--- config.mk ---
export PLATFORM = sky130hd
export DESIGN_NAME = apo_top
export DESIGN_NICKNAME = d
export VERILOG_FILES = /design/src/apo_pkg.sv /design/src/apo_stage_if.sv /design/src/apo_top.sv /design/src/apo_stage.sv /design/src/apo_coder.sv
export SDC_FILE = /design/constraint.sdc
export NUM_CORES = 1
export LEC_CHECK = 0
export ABC_AREA = 1
export BUFFER_PORTS_ARGS = -buffer_cell sky130_fd_sc_hd__buf_2
export CAP_MARGIN = 25
export CELL_PAD_IN_SITES_DETAIL_PLACEMENT = 1
export CELL_PAD_IN_SITES_GLOBAL_PLACEMENT = 1
export CORE_MARGIN = 2
export CORE_UTILIZATION = 42
export DETAILED_ROUTE_END_ITERATION = 7
export PLACE_DENSITY = 0.73
export SLEW_MARGIN = 10
export SYNTH_ARGS = -nofsm -noshare
export SYNTH_HDL_FRONTEND = slang
export SYNTH_HIERARCHICAL = 1
export SYNTH_SLANG_ARGS = --single-unit
--- constraint.sdc ---
create_clock -name clock -period 2 [get_ports clock]
set_clock_uncertainty 0.2 [all_clocks]
set_input_delay 0.2 -clock clock [delete_from_list [all_inputs] [get_ports clock]]
set_output_delay 0.2 -clock clock [all_outputs]
set_load 0.01 [all_outputs]
--- src/apo_pkg.sv ---
// constants shared by the pipelined converter output block
package apo_pkg;
    // output word and digitised analog input widths
    localparam int APO_WORD_W = 8;
    localparam int APO_AIN_W = 10;
    // samples between capture and output word
    localparam int APO_LATENCY = 9;
    // one capture register, then one register per resolved bit, then the output register
    localparam int APO_STAGES = APO_LATENCY - 1;
    // differential code that stands for positive full scale
    localparam logic signed [11:0] APO_FULL_SCALE = 12'sh100;
    // word codes
    localparam logic [7:0] APO_CODE_MAX = 8'hff;
    localparam logic [7:0] APO_CODE_MIN = 8'h00;
    localparam logic [7:0] APO_SIGN_FLIP = 8'h80;
    // reset values
    localparam logic [7:0] APO_WORD_RST = 8'h00;
    localparam logic APO_SEL_RST = 1'b0;
    // system clock period
    localparam int APO_CLK_PERIOD_NS = 100;
    // data clock phase, one-hot: bit 1 drives the true output, bit 0 the complement
    typedef enum logic [1:0] {
        APO_DCK_LOW = 2'b01,
        APO_DCK_HIGH = 2'b10
    } apo_dck_e;
endpackage

--- src/apo_stage_if.sv ---
// carrier between pipeline stages: residue, partial code and range flag
`timescale 1ns/10ps
interface apo_stage_if;
    logic [7:0] res;   // part of the sample not yet resolved
    logic [7:0] code;  // bits resolved so far
    logic over;        // out-of-range flag of the same sample
    modport src (output res, output code, output over);
    modport snk (input res, input code, input over);
endinterface

--- src/apo_top.sv ---
// digital output side of an 8-bit pipelined converter
// Behaviour
// - sample on rising true sampling clock edge
// - output word appears nine sample cycles later
// - word and flag valid at next data-clock rise
// - drive differential data clock from sampling clock
// - divide select low halves output update rate
// - divide select high updates every input cycle
// - divide select defaults low when unconnected
// - format low two's complement, high offset binary
// - format select defaults low when unconnected
// - out of range beyond either full scale
// - true flag high, complement low when out
// - clamp codes at full scale, midscale 1000 0000 offset binary, 0000 0000 two's complement
// - correction merges stage results into one word
`timescale 1ns/10ps
module apo_top (
    // clock, reset, enable
    input wire logic clock,
    input wire logic reset_n,
    input wire logic clk_en,
    // sampling clock pins
    input wire logic sample_clk_true,
    input wire logic sample_clk_comp,
    // digitised analog input pair
    input wire logic [9:0] analog_in_pos,
    input wire logic [9:0] analog_in_neg,
    // control pins
    input wire logic clock_divide_select,
    input wire logic format_select,
    // parallel word pairs
    output logic [7:0] sample_word_true,
    output logic [7:0] sample_word_comp,
    // range flag pair
    output logic range_flag_true,
    output logic range_flag_comp,
    // data clock pair
    output logic data_clk_out_true,
    output logic data_clk_out_comp
);
    // all registered state of the top except the assertion helpers
    typedef struct packed {
        logic [2:0] sclk_t;             // true sampling clock synchroniser plus edge tap
        logic [1:0] sclk_c;             // complement sampling clock synchroniser
        logic [1:0] div_sel;            // divide select synchroniser
        logic [1:0] fmt_sel;            // format select synchroniser
        logic [9:0] pos_s1;             // analog positive, first stage
        logic [9:0] pos_s2;             // analog positive, second stage
        logic [9:0] neg_s1;             // analog negative, first stage
        logic [9:0] neg_s2;             // analog negative, second stage
        logic phase;                    // divider phase
        logic [7:0] cap_res;            // captured clamped code
        logic cap_over;                 // captured range flag
        logic [7:0] word;               // true word output
        logic [7:0] word_n;             // complement word output
        logic over;                     // true range flag output
        logic over_n;                   // complement range flag output
        apo_pkg::apo_dck_e dck;         // data clock phase
    } apo_top_s;

    apo_top_s st_q;
    apo_top_s st_d;

    // combinational helpers
    logic sample_edge;                  // rising true sampling clock seen
    logic tick;                         // effective sample, pipeline advances
    logic signed [11:0] diff;           // differential input code
    logic signed [11:0] biased;         // difference shifted to start at zero
    logic over_now;                     // current input beyond full scale
    logic [7:0] clamp_now;              // current clamped offset binary code
    logic [7:0] coded;                  // coder output
    logic [7:0] exp_word;               // expected word, assertion helper

    // stage chain carriers
    apo_stage_if chain [apo_pkg::APO_STAGES+1] ();

    // the capture register feeds the chain
    assign chain[0].res = st_q.cap_res;
    assign chain[0].code = apo_pkg::APO_WORD_RST;
    assign chain[0].over = st_q.cap_over;

    // one stage per resolved bit, most significant first
    for (genvar gi = 0; gi < apo_pkg::APO_STAGES; gi++) begin : g_stage
        apo_stage #(
            .BIT(apo_pkg::APO_STAGES - 1 - gi)
        ) u_stage (
            .clock(clock),
            .reset_n(reset_n),
            .tick(tick),
            .prev(chain[gi]),
            .next(chain[gi+1])
        );
    end

    // output coding
    apo_coder u_coder (
        .word_in(chain[apo_pkg::APO_STAGES]),
        .offset_binary(st_q.fmt_sel[1]),
        .word_out(coded)
    );

    // edge detect, divider and input quantising
    always_comb begin
        // rising edge of the synchronised true sampling clock
        sample_edge = clk_en && st_q.sclk_t[1] && !st_q.sclk_t[2];
        // bypass: every edge; divide: every other edge
        if (st_q.div_sel[1]) begin
            tick = sample_edge;
        end else begin
            tick = sample_edge && !st_q.phase;
        end
        diff = $signed({2'b00, st_q.pos_s2}) - $signed({2'b00, st_q.neg_s2});
        biased = diff + apo_pkg::APO_FULL_SCALE;
        // beyond either full scale
        over_now = (diff > apo_pkg::APO_FULL_SCALE) || (diff < -apo_pkg::APO_FULL_SCALE);
        // clamp at both ends, midscale lands on 1000 0000
        if (diff >= apo_pkg::APO_FULL_SCALE) begin
            clamp_now = apo_pkg::APO_CODE_MAX;
        end else if (diff <= -apo_pkg::APO_FULL_SCALE) begin
            clamp_now = apo_pkg::APO_CODE_MIN;
        end else begin
            clamp_now = biased[8:1];
        end
    end

    // next state
    always_comb begin
        st_d = st_q;
        if (clk_en) begin
            // pin synchronisers, the first flop feeds only the second
            st_d.sclk_t = {st_q.sclk_t[1:0], sample_clk_true};
            st_d.sclk_c = {st_q.sclk_c[0], sample_clk_comp};
            st_d.div_sel = {st_q.div_sel[0], clock_divide_select};
            st_d.fmt_sel = {st_q.fmt_sel[0], format_select};
            st_d.pos_s1 = analog_in_pos;
            st_d.pos_s2 = st_q.pos_s1;
            st_d.neg_s1 = analog_in_neg;
            st_d.neg_s2 = st_q.neg_s1;
            // divider phase turns on every edge
            if (sample_edge) begin
                st_d.phase = !st_q.phase;
            end
            // data clock rises one cycle after new data is out
            if (tick) begin
                st_d.dck = apo_pkg::APO_DCK_LOW;
            end else begin
                st_d.dck = apo_pkg::APO_DCK_HIGH;
            end
            if (tick) begin
                // capture the sample and advance the output
                st_d.cap_res = clamp_now;
                st_d.cap_over = over_now;
                st_d.word = coded;
                st_d.word_n = ~coded;
                st_d.over = chain[apo_pkg::APO_STAGES].over;
                st_d.over_n = ~chain[apo_pkg::APO_STAGES].over;
            end
        end
    end

    // state register; selects reset low, as an open pin would read
    always_ff @(posedge clock or negedge reset_n) begin
        if (!reset_n) begin
            st_q <= '0;
            st_q.div_sel <= {2{apo_pkg::APO_SEL_RST}};
            st_q.fmt_sel <= {2{apo_pkg::APO_SEL_RST}};
            st_q.word_n <= ~apo_pkg::APO_WORD_RST;
            st_q.over_n <= 1'b1;
            st_q.dck <= apo_pkg::APO_DCK_LOW;
        end else begin
            st_q <= st_d;
        end
    end

    // outputs straight from flops
    assign sample_word_true = st_q.word;
    assign sample_word_comp = st_q.word_n;
    assign range_flag_true = st_q.over;
    assign range_flag_comp = st_q.over_n;
    assign data_clk_out_true = st_q.dck[1];
    assign data_clk_out_comp = st_q.dck[0];

    // assertion helpers: shadow of captured samples, edge count between ticks
    logic [7:0] sh_code [apo_pkg::APO_LATENCY];
    logic sh_over [apo_pkg::APO_LATENCY];
    logic [1:0] edges_since;
    logic held_low;

    always_ff @(posedge clock or negedge reset_n) begin
        if (!reset_n) begin
            for (int i = 0; i < apo_pkg::APO_LATENCY; i++) begin
                sh_code[i] <= '0;
                sh_over[i] <= 1'b0;
            end
            edges_since <= 2'h1;
            held_low <= 1'b0;
        end else if (clk_en) begin
            if (tick) begin
                sh_code[0] <= clamp_now;
                sh_over[0] <= over_now;
                for (int i = 1; i < apo_pkg::APO_LATENCY; i++) begin
                    sh_code[i] <= sh_code[i-1];
                    sh_over[i] <= sh_over[i-1];
                end
                edges_since <= 2'h0;
                held_low <= !st_q.div_sel[1];
            end else begin
                if (sample_edge && edges_since != 2'h3) begin
                    edges_since <= edges_since + 2'h1;
                end
                if (st_q.div_sel[1]) begin
                    held_low <= 1'b0;
                end
            end
        end
    end

    assign exp_word = st_q.fmt_sel[1] ? sh_code[apo_pkg::APO_LATENCY-1]
                                      : sh_code[apo_pkg::APO_LATENCY-1] ^ apo_pkg::APO_SIGN_FLIP;
endmodule

--- src/apo_stage.sv ---
// one pipeline stage: resolves one bit of the word and passes the residue on
`timescale 1ns/10ps
module apo_stage #(
    parameter int BIT = 7
) (
    // clock and reset
    input wire logic clock,
    input wire logic reset_n,
    // advance strobe, one per effective sample
    input wire logic tick,
    // previous and next stage
    apo_stage_if.snk prev,
    apo_stage_if.src next
);
    localparam logic [7:0] WEIGHT = 8'(1 << BIT);

    // stage state
    typedef struct packed {
        logic [7:0] res;
        logic [7:0] code;
        logic over;
    } apo_stage_s;

    apo_stage_s st_q;
    apo_stage_s st_d;

    // compare the residue with this bit's weight and merge the bit into the code
    always_comb begin
        st_d = st_q;
        if (tick) begin
            st_d.over = prev.over;
            st_d.code = prev.code;
            if (prev.res >= WEIGHT) begin
                st_d.code[BIT] = 1'b1;
                st_d.res = prev.res - WEIGHT;
            end else begin
                st_d.code[BIT] = 1'b0;
                st_d.res = prev.res;
            end
        end
    end

    // register the stage
    always_ff @(posedge clock or negedge reset_n) begin
        if (!reset_n) begin
            st_q <= '0;
        end else begin
            st_q <= st_d;
        end
    end

    assign next.res = st_q.res;
    assign next.code = st_q.code;
    assign next.over = st_q.over;
endmodule

--- src/apo_coder.sv ---
// output coder: chooses offset binary or two's complement
`timescale 1ns/10ps
module apo_coder (
    // last stage output
    apo_stage_if.snk word_in,
    // format select, high for offset binary
    input wire logic offset_binary,
    // coded word
    output logic [7:0] word_out
);
    // flip the sign bit for two's complement
    always_comb begin
        if (offset_binary) begin
            word_out = word_in.code;
        end else begin
            word_out = word_in.code ^ apo_pkg::APO_SIGN_FLIP;
        end
    end
endmodule

==> results.md <==
• 1041 — Mapped Nets
• 2.203 ns — min Tclk post-route
• 7 — maximum net fanout on the critical path
• 0 — number of diodes added for antenna fixing
• 110.2% — part of the cycle the worst path needs
• 0.0006421 V — peak ir drop on the vdd network
• 4 — total iterations of the first detailed-routing run
• 4.723 — vias per inst
• 177 — count of clock tree sinks
• input port to async pin — Tightest Hold Check Type
• st_q[30]$_DFFE_PN0P_ — worst reg2reg path startpoint
• 45 — number of input and output port buffers inserted
• 0 — DRC viols
• 52 — Placement Rows
• 14.00 um — final routed wire length divided by cell count
• 2.31 ns — Worst Path Arrival
• 10000 um^2 — Final Instance Area
• 6366 — vias
• 17 — number of clock buffers inserted by TritonCTS
• 141 — Starting DRT DRC Count
• 32980 um — global-route wire length before repair
• 1288 — total instance count after detailed placement
• 2411 — total of fill cells in the finished design
• -0.20 ns — Worst R2R Setup Slack
• 21420 um^2 — Die Area
• 453.8 MHz — peak clock frequency supported by timing
• 2 — CTS max path bufs
• 42.48% — Starting Density
• 17.49% — Synth-to-Final Area Change
• sky130_fd_sc_hd__clkbuf_16 — Root Buffer Master
• 13.39 mW — total design power
• 5.206 nW — Leak
• 0 — Maximum Capacitance Violations
• 4442 um^2 — register cell area after layout
• 0 — antenna violations before repair
• 12 — Worst R2R Path Depth
• 6 — yosys warns
• 0.43 ns — source-to-sink clock delay at the later pin of the worst-skew pair
• 0 — Routed Antenna Nets
• -1.510 ns — sum of negative setup slack
• 0.7983 — final weighted congestion in routability-driven placement
• 2.10 ns — data required time of the critical path
• 8 — final setup violation count
• st_q[30]$_DFFE_PN0P_ — worst setup path start
• 4 — depth of the CTS H-tree
• 1112 — final-stage net count
• 85 — pin count of the biggest net entering global routing
• 3338 um^2 — multi-input gate area in the final layout
• 0 — total count of max-transition violations in the final report
• 8512 um^2 — cell area after synthesis
• 7027 — via count of the first global-routing pass
• negative setup slack — violations in the final reports
• 994 — synthesized netlist cell count
• flop — type of origin of the critical path
• 0 — final hold viol count
• 8.563 um^2 — Avg Synthesized Cell Area
• 12600 um — post-DP HPWL
• 1339 nW/um^2 — power density of the placed cells
• 1348 — final cell count without fillers
• 18870 um — final routed wirelength across all metal layers
• -0.2065 ns — post-placement setup slack
• 146.4 um — Die Y-Extent
• flop to flop — startpoint-to-endpoint class of the critical path
• done — clock tree from TritonCTS
• flop — endpoint class of the critical path
• 0 — global-route congestion overflow total
• 146.4 um — chip width
• 47 — Top-Level Pins
• chain[0].res[3]$_DFFE_PN0P_ — Reg2Reg Capture Point
• 18.86% — Global Route Usage Sum
• 0.4278 ns — Slew @ Worst Pin
• 9012 um^2 — post-detailed-placement cell area
• true — RSZ-0062 raised after global routing
• 0.05286 ns — Hold Slack
• 20040 um^2 — core area
• -0.2034 ns — post-route worst setup slack
• complete, but fails checks — run status
• 49.91% — fin util
• 0.07 ns — CTS clock-pin slew for the worst setup and hold paths
• 71.48% — worst slew margin relative to its limit
• 22.45% — fraction of layout instances using a drive strength above 1
power breakdown:
group / internal, mW / switching (mW)
registers: 4.90 / 0.860
logic: 1.83 / 2.58
clock network: 1.66 / 1.56
total: 8.39 / 5.00
metal layers:
layer | global-route usage (%) | wire length [um] | vias up
met5 | 0 | 0 | -
met4 | 4.951 | 204 | 0
met3 | 3.719 | 330 | 17
met2 | 35.33 | 10270 | 49
met1 | 22.04 | 8068 | 3140
li1 | - | - | 3160
worst max path at each step:
stage                                       end  slack, ns  cells past startpoint
finish              chain[0].res[3]$_DFFE_PN0P_      -0.20                     12
global route        chain[0].res[2]$_DFFE_PN0P_      -0.36                     13
CTS                 chain[0].res[0]$_DFFE_PN0P_      -0.20                     13
detailed placement  chain[0].res[5]$_DFFE_PN0P_      -0.21                     11
global placement    chain[0].res[4]$_DFFE_PN0P_      -0.15                     11
floorplan           chain[0].res[3]$_DFFE_PN0P_      -0.03                     11
worst max-delay path, cell delays in order, from the launching register on:
cell and delay [ns]:
sky130_fd_sc_hd__dfrtp_1 0.41, sky130_fd_sc_hd__ha_4 0.18, sky130_fd_sc_hd__fa_2 0.37, sky130_fd_sc_hd__inv_2 0.08
sky130_fd_sc_hd__nand3_2 0.08, sky130_fd_sc_hd__nand2_2 0.08, sky130_fd_sc_hd__nand2_2 0.07, sky130_fd_sc_hd__nand2_2 0.06
sky130_fd_sc_hd__nand2_2 0.06, sky130_fd_sc_hd__nand2_4 0.08, sky130_fd_sc_hd__a21oi_4 0.07, sky130_fd_sc_hd__nor2_4 0.24
sky130_fd_sc_hd__a21oi_1 0.11
placed cells by master, fill, tap and decap left out, drive strengths merged, types with 10 or more instances in the layout:
cell	n
a21oi	22
buf	85
clkbuf	17
dfrtp	167
dfstp	10
dlygate4sd3	25
ha	19
inv	117
mux2	11
nand2	419
nand3	39
nor2	64
o21a	11
o21ai	36
sequential cells by signal, summed over array words and instances, names as in the netlist:
| signal | cells |
|---|---|
| g_stage.u_stage/next.res | 56 |
| st_q | 48 |
| g_stage.u_stage/next.code | 36 |
| chain.res | 8 |
| g_stage.u_stage/next.over | 8 |
| sample_word_comp | 8 |
| sample_word_true | 8 |
| chain.over | 1 |
| data_clk_out_comp | 1 |
| data_clk_out_true | 1 |
| range_flag_comp | 1 |
| range_flag_true | 1 |
cell type report:
| class | instances | share of cell area, % |
|---|---|---|
| Clock buffer | 17 | 4.254 |
| Clock inverter | 15 | 1.426 |
| Sequential cell | 177 | 44.41 |
| Timing Repair Buffer | 110 | 8.820 |
| Inverter | 108 | 4.329 |
| Multi-Input combinational cell | 651 | 33.38 |
| Tap cell | 270 | 3.378 |
what timing repair did:
item                                    CTS  global route
resized for setup                         6            25
hold buffers                             25             0
endpoints found under the setup margin    8            10
pin swaps                                 2            18
endpoints found under the hold margin   197             0
setup buffers                             2             1
Power figures use the tool's default switching activity.
